$ cat config.mk
export PLATFORM = sky130hd
export DESIGN_NAME = bsm_boot_select
export DESIGN_NICKNAME = d
export VERILOG_FILES = /design/src/bsm_pkg.sv /design/src/bsm_restore_if.sv /design/src/bsm_sync.sv /design/src/bsm_restore_eng.sv /design/src/bsm_boot_select.sv
export SDC_FILE = /design/constraint.sdc
export NUM_CORES = 1
export LEC_CHECK = 0
export BUFFER_PORTS_ARGS = -buffer_cell sky130_fd_sc_hd__buf_2
export CAP_MARGIN = 20
export CORE_MARGIN = 3
export CORE_UTILIZATION = 45
export DETAILED_ROUTE_END_ITERATION = 10
export SLEW_MARGIN = 20
export SYNTH_ARGS = -nofsm -noshare
export SYNTH_HDL_FRONTEND = slang
export SYNTH_HIERARCHICAL = 1
export SYNTH_SLANG_ARGS = --single-unit
$ cat constraint.sdc
create_clock -name i_clk -period 3.4 [get_ports i_clk]
set_input_delay 0.51 -clock i_clk [delete_from_list [all_inputs] [get_ports i_clk]]
set_output_delay 0.51 -clock i_clk [all_outputs]
set_load 0.02 [all_outputs]
$ cat src/bsm_pkg.sv
//------------------------------------------------------------
// Purpose: Shared constants and types of the boot mode select
// Assumes: 125 MHz system clock
// Notes:   Strap codes are read as {pin2, pin1, pin0}
//------------------------------------------------------------
package bsm_pkg;

	//------------------------------------------------------------
	// Timing
	//------------------------------------------------------------
	localparam int          CLK_MHZ           = 125;
	localparam int          STRAP_SETTLE_NS   = 1000;
	localparam int          STRAP_SETTLE_CYC  = (STRAP_SETTLE_NS * CLK_MHZ + 999) / 1000;
	localparam int          BREAK_TIME_US     = 100;
	localparam int unsigned BREAK_CYC         = BREAK_TIME_US * CLK_MHZ;
	localparam int          RESTORE_TIME_S    = 8;
	localparam int unsigned RESTORE_CYC       = RESTORE_TIME_S * CLK_MHZ * 1000000;

	//------------------------------------------------------------
	// Strap pins and codes
	//------------------------------------------------------------
	localparam int          STRAP_W                   = 3;
	localparam logic [2:0]  SERIAL_LOAD_CODE          = 3'h4;
	localparam logic [2:0]  RUN_TWO_WIRE_CODE         = 3'h1;
	localparam logic [2:0]  RUN_FOUR_WIRE_CODE        = 3'h0;
	localparam logic [2:0]  BREAK_QUALIFIED_LOAD_CODE = 3'h2;
	localparam logic [2:0]  FACTORY_RESTORE_CODE      = 3'h3;
	localparam logic [2:0]  STRAP_RESET_VAL           = 3'h0;

	//------------------------------------------------------------
	// Protected flash sector
	//------------------------------------------------------------
	localparam int          SECTOR_W       = 8;
	localparam logic [7:0]  FACTORY_SECTOR = 8'h00;

	//------------------------------------------------------------
	// Types
	//------------------------------------------------------------
	typedef enum logic [2:0] {
		FLOW_HOLD,
		FLOW_SERIAL_LOAD,
		FLOW_RUN_TWO_WIRE,
		FLOW_RUN_FOUR_WIRE,
		FLOW_RESTORE
	} bsm_flow_e;

	typedef enum logic [1:0] {
		RESTORE_NONE,
		RESTORE_PARAMS,
		RESTORE_IMAGE_PARAMS
	} bsm_restore_e;

endpackage

$ cat src/bsm_restore_if.sv
//------------------------------------------------------------
// Purpose: Link between boot sequencer and restore engine
// Assumes: One clock domain
// Notes:   start is a one-cycle request, done a one-cycle answer
//------------------------------------------------------------
`timescale 1ns/1ps
`default_nettype none
interface bsm_restore_if;
	import bsm_pkg::*;
	logic         start;
	logic         abort;
	bsm_restore_e kind;
	logic         busy;
	logic         done;
	logic         timeout;
	bsm_restore_e run_kind;

	modport ctl (output start, abort, kind, input busy, done, timeout, run_kind);
	modport eng (input start, abort, kind, output busy, done, timeout, run_kind);
endinterface
`default_nettype wire

$ cat src/bsm_sync.sv
//------------------------------------------------------------
// Purpose: Two-flop synchroniser for pin levels
// Assumes: Inputs are slow levels
// Notes:   First stage feeds only the second stage
//------------------------------------------------------------
`timescale 1ns/1ps
`default_nettype none
module bsm_sync #(
	parameter int W = 1
) (
	input  wire logic         i_clk,
	input  wire logic         i_sys_rst,
	input  wire logic [W-1:0] i_d,
	output logic      [W-1:0] o_q
);
	logic [W-1:0] meta_q;

	// Two stages, cleared to zero
	always_ff @(posedge i_clk) begin
		if (i_sys_rst) begin
			meta_q <= '0;
			o_q    <= '0;
		end else begin
			meta_q <= i_d;
			o_q    <= meta_q;
		end
	end
endmodule
`default_nettype wire

$ cat src/bsm_restore_eng.sv
//------------------------------------------------------------
// Purpose: Factory restore run with time allowance
// Assumes: Flash sequencer pulses i_flash_done when finished
// Notes:   Timeout ends the run without clearing pending state
//------------------------------------------------------------
`timescale 1ns/1ps
`default_nettype none
module bsm_restore_eng #(
	parameter int unsigned LIMIT = bsm_pkg::RESTORE_CYC
) (
	input  wire logic    i_clk,
	input  wire logic    i_sys_rst,
	input  wire logic    i_flash_done,
	bsm_restore_if.eng   rif
);
	import bsm_pkg::*;
	localparam int CW = $clog2(LIMIT + 1);

	logic [CW-1:0] cnt_q;
	logic          limit_hit;
	logic          finish;
	logic          accept;

	assign limit_hit = cnt_q == CW'(LIMIT - 1);
	assign finish    = rif.busy && !rif.abort && (i_flash_done || limit_hit);
	assign accept    = rif.start && !rif.busy;

	// Run state, allowance counter and outcome
	always_ff @(posedge i_clk) begin
		if (i_sys_rst) begin
			rif.busy     <= 1'b0;
			rif.done     <= 1'b0;
			rif.timeout  <= 1'b0;
			rif.run_kind <= RESTORE_NONE;
			cnt_q        <= '0;
		end else begin
			rif.done <= finish;
			if (rif.abort) begin
				rif.busy <= 1'b0;
			end else if (accept) begin
				rif.busy     <= 1'b1;
				rif.run_kind <= rif.kind;
				rif.timeout  <= 1'b0;
				cnt_q        <= '0;
			end else if (finish) begin
				rif.busy    <= 1'b0;
				rif.timeout <= !i_flash_done;
			end else if (rif.busy) begin
				cnt_q <= cnt_q + 1'b1;
			end
		end
	end
endmodule
`default_nettype wire

$ cat src/bsm_boot_select.sv
//------------------------------------------------------------
// Purpose: Power-up strap sensing and boot flow selection
// Assumes: 125 MHz clock, straps held stable around reset release
// Notes:   Strap code order is {pin2, pin1, pin0}
//------------------------------------------------------------
//------------------------------------------------------------
`timescale 1ns/1ps
`default_nettype none
module bsm_boot_select #(
	parameter int unsigned BREAK_CYCLES   = bsm_pkg::BREAK_CYC,
	parameter int unsigned RESTORE_CYCLES = bsm_pkg::RESTORE_CYC
) (
	input  wire logic                           i_clk,
	input  wire logic                           i_sys_rst,
	input  wire logic                           i_chip_reset_active_low_n,
	input  wire logic [bsm_pkg::STRAP_W-1:0]    i_boot_strap_pins,
	input  wire logic                           i_uart_rx,
	input  wire logic                           i_restore_pending,
	input  wire bsm_pkg::bsm_restore_e          i_restore_setting,
	input  wire logic                           i_restore_done,
	input  wire logic                           i_host_flash_req,
	input  wire logic [bsm_pkg::SECTOR_W-1:0]   i_host_flash_sector,
	output logic                                o_core_reset_q,
	output bsm_pkg::bsm_flow_e                  o_boot_flow_q,
	output logic      [bsm_pkg::STRAP_W-1:0]    o_strap_code_q,
	output logic                                o_jtag_four_wire_q,
	output logic                                o_swd_two_wire_q,
	output logic                                o_first_serial_port_load_q,
	output logic                                o_strap2_free_q,
	output logic                                o_restore_busy_q,
	output bsm_pkg::bsm_restore_e               o_restore_kind_q,
	output logic                                o_restore_timeout_q,
	output logic                                o_restore_pending_q,
	output logic                                o_host_flash_grant_q,
	output logic                                o_host_flash_deny_q
);
	import bsm_pkg::*;

	//------------------------------------------------------------
	// Declarations
	//------------------------------------------------------------
	localparam int SYNC_W = STRAP_W + 2;
	// One counter times both the strap settle and the break check
	localparam int unsigned CNT_MAX = (BREAK_CYCLES > STRAP_SETTLE_CYC) ?
		BREAK_CYCLES : STRAP_SETTLE_CYC;
	localparam int CNT_W  = $clog2(CNT_MAX + 1);

	typedef enum logic [2:0] {
		ST_OFF,
		ST_SETTLE,
		ST_DECODE,
		ST_BREAK,
		ST_RESTORE,
		ST_LOAD,
		ST_RUN
	} bsm_state_e;

	bsm_state_e           st_q, st_d;
	logic [CNT_W-1:0]     cnt_q, cnt_d;
	logic [STRAP_W-1:0]   strap_d;
	bsm_flow_e            flow_d;
	logic [SYNC_W-1:0]    pins_s;
	logic [STRAP_W-1:0]   strap_s;
	logic                 rx_s;
	logic                 rst_ok;
	logic                 code_serial;
	logic                 code_two;
	logic                 code_break;
	logic                 code_restore;
	logic                 restore_on;
	logic                 go_restore;
	logic                 settle_end;
	logic                 break_end;
	logic                 hit_factory;

	bsm_restore_if rif ();

	//------------------------------------------------------------
	// Pin synchronisers
	//------------------------------------------------------------
	bsm_sync #(
		.W(SYNC_W)
	) u_sync (
		.i_clk    (i_clk),
		.i_sys_rst(i_sys_rst),
		.i_d      ({i_chip_reset_active_low_n, i_uart_rx, i_boot_strap_pins}),
		.o_q      (pins_s)
	);

	// Split synchronised levels
	assign strap_s = pins_s[STRAP_W-1:0];
	assign rx_s    = pins_s[STRAP_W];
	assign rst_ok  = pins_s[STRAP_W+1];

	//------------------------------------------------------------
	// Decoding of the stored code
	//------------------------------------------------------------
	// Decode uses the stored value only
	assign code_serial  = o_strap_code_q == SERIAL_LOAD_CODE;
	assign code_two     = o_strap_code_q == RUN_TWO_WIRE_CODE;
	assign code_break   = o_strap_code_q == BREAK_QUALIFIED_LOAD_CODE;
	assign code_restore = o_strap_code_q == FACTORY_RESTORE_CODE;
	assign restore_on   = i_restore_setting != RESTORE_NONE;
	assign settle_end   = cnt_q == CNT_W'(STRAP_SETTLE_CYC - 1);
	assign break_end    = cnt_q == CNT_W'(BREAK_CYCLES - 1);

	// Restore start: pending run first, then strap request
	assign go_restore = st_q == ST_DECODE && rst_ok &&
		(i_restore_pending || (code_restore && restore_on));

	// Restore engine requests
	assign rif.start = go_restore;
	assign rif.abort = !rst_ok;
	assign rif.kind  = i_restore_pending ? RESTORE_IMAGE_PARAMS : i_restore_setting;

	// Factory sector match
	assign hit_factory = i_host_flash_sector == FACTORY_SECTOR;

	//------------------------------------------------------------
	// Boot sequencer next state
	//------------------------------------------------------------
	always_comb begin
		st_d    = st_q;
		cnt_d   = cnt_q + 1'b1;
		strap_d = o_strap_code_q;
		flow_d  = o_boot_flow_q;
		if (!rst_ok) begin
			// Shutdown while the reset line is low
			st_d   = ST_OFF;
			cnt_d  = '0;
			flow_d = FLOW_HOLD;
		end else begin
			case (st_q)
				ST_OFF: begin
					// Rising reset line starts a fresh boot
					st_d  = ST_SETTLE;
					cnt_d = '0;
				end
				ST_SETTLE: begin
					if (settle_end) begin
						strap_d = strap_s;
						st_d    = ST_DECODE;
					end
				end
				ST_DECODE: begin
					cnt_d = '0;
					if (go_restore) begin
						st_d   = ST_RESTORE;
						flow_d = FLOW_RESTORE;
					end else if (code_serial) begin
						st_d   = ST_LOAD;
						flow_d = FLOW_SERIAL_LOAD;
					end else if (code_two) begin
						st_d   = ST_RUN;
						flow_d = FLOW_RUN_TWO_WIRE;
					end else if (code_break) begin
						st_d = ST_BREAK;
					end else begin
						// Four-wire code, restore with none set, unlisted codes
						st_d   = ST_RUN;
						flow_d = FLOW_RUN_FOUR_WIRE;
					end
				end
				ST_BREAK: begin
					if (rx_s) begin
						st_d   = ST_RUN;
						flow_d = FLOW_RUN_FOUR_WIRE;
					end else if (break_end) begin
						st_d   = ST_LOAD;
						flow_d = FLOW_SERIAL_LOAD;
					end
				end
				ST_RESTORE: begin
					cnt_d = cnt_q;
					if (rif.done) begin
						st_d   = ST_RUN;
						flow_d = FLOW_RUN_FOUR_WIRE;
					end
				end
				ST_LOAD: begin
					// Waits until the next reset
					cnt_d = cnt_q;
				end
				ST_RUN: begin
					cnt_d = cnt_q;
				end
				default: begin
					st_d   = ST_OFF;
					cnt_d  = '0;
					flow_d = FLOW_HOLD;
				end
			endcase
		end
	end

	//------------------------------------------------------------
	// Sequencer registers
	//------------------------------------------------------------
	always_ff @(posedge i_clk) begin
		if (i_sys_rst) begin
			st_q           <= ST_OFF;
			cnt_q          <= '0;
			o_strap_code_q <= STRAP_RESET_VAL;
			o_boot_flow_q  <= FLOW_HOLD;
		end else begin
			st_q           <= st_d;
			cnt_q          <= cnt_d;
			o_strap_code_q <= strap_d;
			o_boot_flow_q  <= flow_d;
		end
	end

	//------------------------------------------------------------
	// Pin mapping outputs from the next flow
	//------------------------------------------------------------
	always_ff @(posedge i_clk) begin
		if (i_sys_rst) begin
			o_core_reset_q             <= 1'b1;
			o_jtag_four_wire_q         <= 1'b0;
			o_swd_two_wire_q           <= 1'b0;
			o_first_serial_port_load_q <= 1'b0;
			o_strap2_free_q            <= 1'b0;
		end else begin
			o_core_reset_q             <= flow_d == FLOW_HOLD || flow_d == FLOW_RESTORE;
			o_jtag_four_wire_q         <= flow_d == FLOW_SERIAL_LOAD ||
				flow_d == FLOW_RUN_FOUR_WIRE;
			o_swd_two_wire_q           <= flow_d == FLOW_RUN_TWO_WIRE;
			o_first_serial_port_load_q <= flow_d == FLOW_SERIAL_LOAD;
			// Only pin 2 is ever released; pins 0 and 1 stay dedicated
			o_strap2_free_q            <= st_d == ST_RUN;
		end
	end

	//------------------------------------------------------------
	// Restore engine and pending flag
	//------------------------------------------------------------
	bsm_restore_eng #(
		.LIMIT(RESTORE_CYCLES)
	) u_restore (
		.i_clk       (i_clk),
		.i_sys_rst   (i_sys_rst),
		.i_flash_done(i_restore_done),
		.rif         (rif)
	);

	// Engine state is already registered
	assign o_restore_busy_q    = rif.busy;
	assign o_restore_kind_q    = rif.run_kind;
	assign o_restore_timeout_q = rif.timeout;

	// Pending stays set until a run completes; a new start wins
	always_ff @(posedge i_clk) begin
		if (i_sys_rst) begin
			o_restore_pending_q <= 1'b0;
		end else if (go_restore) begin
			o_restore_pending_q <= 1'b1;
		end else if (rif.done && !rif.timeout) begin
			o_restore_pending_q <= 1'b0;
		end
	end

	//------------------------------------------------------------
	// Host access guard for the factory sector
	//------------------------------------------------------------
	always_ff @(posedge i_clk) begin
		if (i_sys_rst) begin
			o_host_flash_grant_q <= 1'b0;
			o_host_flash_deny_q  <= 1'b0;
		end else begin
			o_host_flash_grant_q <= i_host_flash_req && !hit_factory;
			o_host_flash_deny_q  <= i_host_flash_req && hit_factory;
		end
	end
endmodule
`default_nettype wire

==> flow_summary.ini, run 1 <==
[sta]
rsz0062_at_grt = false
tightest_slew_ns = 1.024
fin_crit_sh = 0.9028
fin_setup_tns_ns = 0
hold_ws_ns = 0.3772
max_freq_ghz = 0.3258
drv_slew = 0
finalHoldViolCount = 0
relSlewSlack = 0.3158
min_period_ns = 3.070
setup_violations = 0
fin_skew_ns = 0.009705

[place]
portBuffers = 37
gp_congestion = 0.9466
hpwlAfterDp_mm = 7.321

[clocking]
cts_resized = 0
worstSkewPairLatency_ns = 0.34
cts_buffers = 9
path_clk_slew_ns = 0.08
htree_levels = 3
tritoncts = built
cts_setup_buffers = 0
ctsHoldBuffers = 0
cts_sinks = 76
clockBufferDepth = 2
root_buffer = clkbuf_8

[detailed_routing]
routed_wirelength_mm = 10.46
drtAntennaViolNets = 0
viasPerCell = 6.200
firstDrtPassIters = 5
vias = 3819
route.detailed.drc = 0
wire_per_inst_um = 16.98
drt_iter0_drc = 150

[logic_synthesis]
yosysTopAreaCell = dfxtp_1
synth.most_common_cell = dfxtp_1
avgSynthCellArea_um2 = 8.319
ys_warn_count = 6
async_flop_share = 0
yosysUniqueCellTypes = 69
syn_area_mm2 = 0.003935
syn_inst = 473
yosys_register_bits = 76
synth_area_leaders = dfxtp_1 39%, a21oi_1 4.6%, nand2_1 4.0%
ys_top_cells_by_count = 76 x dfxtp_1, 42 x nand2_1, 36 x a21oi_1
synth_edf_count = 0
ys_seq_area_frac = 0.3866
syn-num-nets = 496
synth_flop_cell = dfxtp_1
synth_top_area_frac = 0.3866

[global_routing]
grt_pass1_wl_mm = 17.53
grt_antenna_before_repair = 0
globalRouteMet3Util = 0.04488
grt.overflow.total = 0
grt_pass1_vias = 3580
grt_max_degree = 44
use_met2 = 0.3683
gr-usage-met1 = 0.2724
globalRouteTotalUtil = 0.2152
grt_busiest_layer = met2

[die]
start_util = 0.4718
die_area_mm2 = 0.009902
rows = 33
core_area_mm2 = 0.008341
ioPinCount = 38
chipWidth_um = 99.51
die_h_um = 99.51

[setup_path]
worstPathArrival_ns = 3.35
critical_path_class = flip-flop to flip-flop
cp-start-kind = flip-flop
cp.required_ns = 3.68
reg2reg_slack_ns = 0.33
endpoint_kind = flip-flop
worst-path-max-fanout = 15

[run]
max_cap_violations = 0

[layout]
finish.net_count = 529
drive_above_1_share = 0.1429
fin_util = 0.5273
area_growth_pct = 11.76
num-fill-cells = 806
n_antenna_cell = 0

[power_and_ir_drop]
p_leak_nw = 1.431
vdd_drop_max_mv = 0.2843
p_per_area_mw_per_mm2 = 387.3
p_total_mw = 1.704

[min_path]
hp-class = input pin to flip-flop

[status]
status = complete, no violations
==> flip-flops by register name, summed over array words and instances, names as in the netlist, 2 cells and up <==
register / flops
u_sync/o_q: 5
st_q: 3
o_strap_code_q: 3
u_sync/meta_q: 5
u_restore/rif.run_kind: 2
o_boot_flow_q: 3
cnt_q: 14
u_restore/cnt_q: 30
==> final timing paths <==
kind,cells past startpoint,endpoint,startpoint
setup / recovery,7,u_restore/cnt_q[17],st_q[1]
hold / removal,2,u_sync/meta_q[1],i_boot_strap_pins[1]
setup reg to reg,7,u_restore/cnt_q[17],st_q[1]
hold reg to reg,1,u_sync/o_q[2],u_sync/meta_q[2]
==> metal layers <==
layer / part of all wire / vias to the layer above
met5: 0 / -
met4: 0.013 / 0
met3: 0.057 / 13
met2: 0.49 / 130
met1: 0.44 / 1817
li1: - / 1859
==> placed cells by master (no fill, tap or decap), drive strengths merged, types with 9 or more instances in the layout <==
cell type   n
dfxtp      76
nand2      44
buf        44
a21oi      36
nor2       31
nand3      25
inv        25
o21ai      20
nor2b      15
nand4      13
a311oi     13
nor3       13
o31ai      10
a31oi      10
clkbuf     10
nor4        9
==> layout make-up <==
| class | instances | area, um2 | area share |
|---|---|---|---|
| Clock buffer | 10 | 127.6 | 0.02902 |
| Clock inverter | 6 | 86.33 | 0.01963 |
| Inverter | 25 | 93.84 | 0.02134 |
| Multi-Input combinational cell | 350 | 2200 | 0.5001 |
| Sequential cell | 76 | 1521 | 0.3459 |
| Tap cell | 105 | 131.4 | 0.02987 |
| Timing Repair Buffer | 44 | 237.7 | 0.05405 |
==> through the flow <==
stage	instances	area, um2	worst slack, ns
floorplan	473	3935	1.159
global placement	600	4184	0.6600
detailed placement	600	4184	0.4499
CTS	616	4398	0.4339
global route	616	4398	0.1117
finish	616	4398	0.3305
==> where the power goes <==
group          total, mW  internal (mW)  switching (mW)
registers          0.900          0.896         0.00428
clock network      0.752          0.414           0.338
logic             0.0512         0.0192          0.0320
==> cell families (layout without fill, tap and decap cells) <==
group | after synthesis | after routing | synth area share
buffers and inverters | 47 | 85 | 0.05437
and+or+nand+nor | 198 | 198 | 0.2811
AOI/OAI and AO/OA | 146 | 146 | 0.2607
DFF | 76 | 76 | 0.3866
muxes | 3 | 3 | 0.007631
adders and majority gates | 3 | 3 | 0.009540
==> critical path: stages, from the launching register on <==
cell and delay (ns):
dfxtp_1 0.60, nor3b_1 0.47, nand3_1 0.19, inv_1 0.16
nor2b_1 0.53, nand2_1 0.53, a211oi_1 0.37, a2bb2oi_1 0.17
Power figures use the tool's default switching activity.
==> run 2, diff against run 1 <==
--- a/config.mk
+++ b/config.mk
@@ -9,7 +9,9 @@
 export CAP_MARGIN = 20
 export CORE_MARGIN = 3
 export CORE_UTILIZATION = 45
+export CTS_CLUSTER_SIZE = 16
 export DETAILED_ROUTE_END_ITERATION = 10
+export RECOVER_POWER = 50
 export SLEW_MARGIN = 20
 export SYNTH_ARGS = -nofsm -noshare
 export SYNTH_HDL_FRONTEND = slang
==> constraint.sdc (replaced) <==
create_clock -name i_clk -period 3.4 [get_ports i_clk]
set_input_delay 0.51 -clock i_clk [delete_from_list [all_inputs] [get_ports i_clk]]
set_output_delay 0.51 -clock i_clk [all_outputs]
set_load 0.005 [all_outputs]
==> run 2 against run 1 <==
Compared with the run above:
- maximum frequency about the same
- first-iteration DRC count up 27%
- setup slack better by 0.0027 ns
- design area down 0.80%
- worst hold slack worse by 0.0030 ns
- register-to-register slack about the same
- critical path type unchanged
- critical path depth unchanged
- the flow now finishes with violations (capacitance limit, slew limit)
- clock-buffer cell count unchanged
- non-clock buffer count unchanged
==> flow_summary.ini, run 2 (synthesized netlist as in run 1, its figures left out) <==
[die]
start_util = 0.4718
rows = 33
die_area_mm2 = 0.009902
die_h_um = 99.51
chipWidth_um = 99.51
core_area_mm2 = 0.008341
ioPinCount = 38

[detailed_routing]
firstDrtPassIters = 5
viasPerCell = 6.208
route.detailed.drc = 0
drt_iter0_drc = 190
wire_per_inst_um = 16.97
drtAntennaViolNets = 0
vias = 3824
routed_wirelength_mm = 10.46

[global_routing]
grt_pass1_wl_mm = 17.53
globalRouteTotalUtil = 0.2152
grt.overflow.total = 0
grt_antenna_before_repair = 0
grt_pass1_vias = 3580
grt_max_degree = 44

[min_path]
hold_path.startpoint = i_boot_strap_pins[1]
holdPathStages = 2
hp-class = input pin to flip-flop

[layout]
top_regs = u_restore/cnt_q: 30 flops, cnt_q: 14 flops
final_cell_mix = 76 x dfxtp_1, 42 x nand2_1, 36 x a21oi_1
area_growth_pct = 10.87
finish.net_count = 529
fin_util = 0.5231
drive_above_1_share = 0.1174
design_area_mm2 = 0.004363
n_antenna_cell = 0
largest_register_ffs = 30
final_common_cell = dfxtp_1
stdcell_count = 616
largest_register = u_restore/cnt_q

[status]
status = finished, violations left
violations = capacitance limit, slew limit

[place]
portBuffers = 37
dpl-instance-area_mm2 = 0.004184
gp_congestion = 0.9466
hpwlAfterDp_mm = 7.321
post-place-ws_ns = 0.4499
place_inst = 600

[setup_path]
cpPeakStageDelay_ns = 0.61
worst_path_max_delay_cell = dfxtp_1
worstPathArrival_ns = 3.34
r2r_cells = 7
cp_top_family = simple AND/OR/NAND/NOR gates
endpoint_kind = flip-flop
critical_path_class = flip-flop to flip-flop
cp.required_ns = 3.68
cp-start-kind = flip-flop
worst-path-max-fanout = 15
worstPathBufferInverterCount = 1
startpoint = st_q[1]
rr_startpoint = st_q[1]
crit_chain = nor3b_1, nand3_1, inv_1, nor2b_1, nand2_1, a211oi_1, a2bb2oi_1
worstSetupPathDepth = 7

[power_and_ir_drop]
p_total_mw = 1.702
p_leak_nw = 1.384
p_per_area_mw_per_mm2 = 390.2
vdd_drop_max_mv = 0.2883

[sta]
rsz0062_at_grt = false
relSlewSlack = -0.2767
finalHoldViolCount = 0
setup_violations = 0
drv_slew = 44
min_period_ns = 3.067
tightest_slew_ns = 1.915
fin_skew_ns = 0.01077
setup_slack_ns = 0.3332
fin_crit_sh = 0.9020
max_freq_ghz = 0.3261
hold_ws_ns = 0.3742
fin_setup_tns_ns = 0

[run]
max_cap_violations = 1

[clocking]
root_buffer = clkbuf_8
worstSkewPairLatency_ns = 0.34
ctsHoldBuffers = 0
clockBufferDepth = 2
cts_setup_buffers = 0
cts_resized = 0
path_clk_slew_ns = 0.08
htree_levels = 3
tritoncts = built
cts_sinks = 76
cts_buffers = 9
[run 2: cell types whose count changed in the layout (fill, tap and decap cells not counted)]
cell and change:
clkbuf_1 +10, or4_1 +1, o21ai_0 +1, nor4_1 +1, nor4_4 -1, buf_2 -10, or4_4 -1, o21ai_1 -1
buf_4 -1, buf_1 +1
[run 2: path summary, 6_finish.rpt]
kind	end	slack [ns]
max	u_restore/cnt_q[17]	0.33
min	u_sync/meta_q[1]	0.37
max reg2reg	u_restore/cnt_q[17]	0.33
min reg2reg	u_sync/o_q[0]	0.44
[run 2: final cells by class]
class	count	area, um2
Inverter	25	93.84
Tap cell	105	131.4
Clock inverter	6	86.33
Sequential cell	76	1521
Fill cell	817	3978
Clock buffer	10	127.6
Timing Repair Buffer	44	221.5
Multi-Input combinational cell	350	2181
[run 2: power by group]
| part | switching (mW) | internal [mW] |
|---|---|---|
| clock | 0.338 | 0.414 |
| combinational | 0.0311 | 0.0187 |
| sequential | 0.00424 | 0.896 |
[run 2: per-layer routing]
metal | GRT usage | share of wire | routed length, um
met1 | 0.2724 | 0.44 | 4566
met2 | 0.3683 | 0.49 | 5091
met3 | 0.04488 | 0.061 | 633
met4 | 0.06513 | 0.016 | 165
met5 | 0 | 0 | 0
==> run 3, diff against run 2 <==
--- a/config.mk
+++ b/config.mk
@@ -11,6 +11,7 @@
 export CORE_UTILIZATION = 45
 export CTS_CLUSTER_SIZE = 16
 export DETAILED_ROUTE_END_ITERATION = 10
+export PLACE_DENSITY = 0.65
 export RECOVER_POWER = 50
 export SLEW_MARGIN = 20
 export SYNTH_ARGS = -nofsm -noshare
==> run 3 against run 2 <==
Compared with the run above:
- the flow now finishes without violations
- clock skew shrank 0.0022 ns
- core utilization decreased by 0.20 points
- clock-buffer cell count grew 3
- largest cell class unchanged
- highest routed layer unchanged
==> flow_summary.ini, run 3 (synthesized netlist as in run 1, its figures left out) <==
[sta]
rsz0062_at_grt = false
hold_ws_ns = 0.3694
fin_skew_ns = 0.008576
drv_slew = 0
fin_setup_tns_ns = 0
max_freq_ghz = 0.3208
fin_crit_sh = 0.9168
setup_violations = 0
min_period_ns = 3.117
finalHoldViolCount = 0
relSlewSlack = 0.2883
tightest_slew_ns = 1.058

[layout]
area_growth_pct = 10.46
n_antenna_cell = 0
finish.net_count = 529
largest_register_ffs = 30
design_area_mm2 = 0.004347
top_regs = u_restore/cnt_q: 30 flops, cnt_q: 14 flops
final_common_cell = dfxtp_1
drive_above_1_share = 0.1194
largest_register = u_restore/cnt_q
final_cell_mix = 76 x dfxtp_1, 42 x nand2_1, 36 x a21oi_1
fin_util = 0.5212

[die]
rows = 33
chipWidth_um = 99.51
die_area_mm2 = 0.009902
ioPinCount = 38
core_area_mm2 = 0.008341
die_h_um = 99.51
start_util = 0.4718

[global_routing]
grt_pass1_vias = 3395
grt_pass1_wl_mm = 16.76
grt_max_degree = 47
grt_antenna_before_repair = 0
grt.overflow.total = 0
globalRouteTotalUtil = 0.2071

[clocking]
cts_resized = 0
cts_sinks = 76
root_buffer = clkbuf_8
cts_setup_buffers = 0
htree_levels = 3
worstSkewPairLatency_ns = 0.35
path_clk_slew_ns = 0.08
ctsHoldBuffers = 0
clockBufferDepth = 2
cts_buffers = 9
tritoncts = built

[setup_path]
cp-start-kind = flip-flop
crit_chain = nor3b_1, nand3_1, inv_1, nor2b_1, nand2_1, a211oi_1, a2bb2oi_1
endpoint_kind = flip-flop
startpoint = st_q[1]
cp_top_family = simple AND/OR/NAND/NOR gates
cpPeakStageDelay_ns = 0.61
reg2reg_slack_ns = 0.28
rr_startpoint = st_q[1]
worstPathArrival_ns = 3.40
cp.required_ns = 3.68
worst_path_max_delay_cell = dfxtp_1
critical_path_class = flip-flop to flip-flop
worstPathBufferInverterCount = 1
worst-path-max-fanout = 15

[detailed_routing]
drt_iter0_drc = 196
wire_per_inst_um = 16.42
viasPerCell = 6.062
route.detailed.drc = 0
routed_wirelength_mm = 10.12
firstDrtPassIters = 5
drtAntennaViolNets = 0
vias = 3734

[place]
gp_congestion = 0.9227
dpl-instance-area_mm2 = 0.004184
hpwlAfterDp_mm = 7.014
portBuffers = 37

[power_and_ir_drop]
p_per_area_mw_per_mm2 = 374.4
p_total_mw = 1.627
p_leak_nw = 1.385
vdd_drop_max_mv = 0.2053

[status]
status = complete, no violations

[min_path]
hp-class = input pin to flip-flop
hold_path.startpoint = i_boot_strap_pins[1]

[run]
max_cap_violations = 0
-- run 3: routing by layer --
metal	track usage	part of all wire	up-vias	routed length (um)
li1	-	-	1858	-
met3	0.05049	0.047	16	478
met5	0	0	-	0
met1	0.2601	0.44	1762	4466
met2	0.3502	0.49	98	4997
met4	0.06513	0.017	0	172
-- run 3: layout make-up --
| class | instances | area, um2 |
|---|---|---|
| Clock buffer | 13 | 178.9 |
| Tap cell | 105 | 131.4 |
| Fill cell | 840 | 3994 |
| Clock inverter | 3 | 18.77 |
| Inverter | 25 | 93.84 |
| Sequential cell | 76 | 1521 |
| Timing Repair Buffer | 44 | 221.5 |
| Multi-Input combinational cell | 350 | 2181 |
-- run 3: worst paths after layout --
| path | endpoint | cells after the start |
|---|---|---|
| min reg2reg | u_sync/o_q[0] | 1 |
| max | u_restore/cnt_q[17] | 7 |
| max reg2reg | u_restore/cnt_q[17] | 7 |
| min | u_sync/meta_q[1] | 2 |
-- run 3: where the power goes --
group | leakage, nW | switching (mW) | total [mW] | internal (mW)
Clock | 0.105 | 0.334 | 0.678 | 0.344
Combinational | 0.665 | 0.0310 | 0.0495 | 0.0185
Sequential | 0.614 | 0.00413 | 0.900 | 0.896
Total | 1.39 | 0.369 | 1.63 | 1.26
-- run 3: worst reg2reg max path: stages (launching register included) --
cell and delay [ns]:
dfxtp_1 0.61, nor3b_1 0.49, nand3_1 0.19, inv_1 0.15
nor2b_1 0.54, nand2_1 0.52, a211oi_1 0.38, a2bb2oi_1 0.17
-- run 3: metrics by stage --
stage	instances	setup slack [ns]
floorplan	473	1.220
global placement	600	0.5847
detailed placement	600	0.4274
CTS	616	0.4107
global route	616	0.1500
finish	616	0.2830
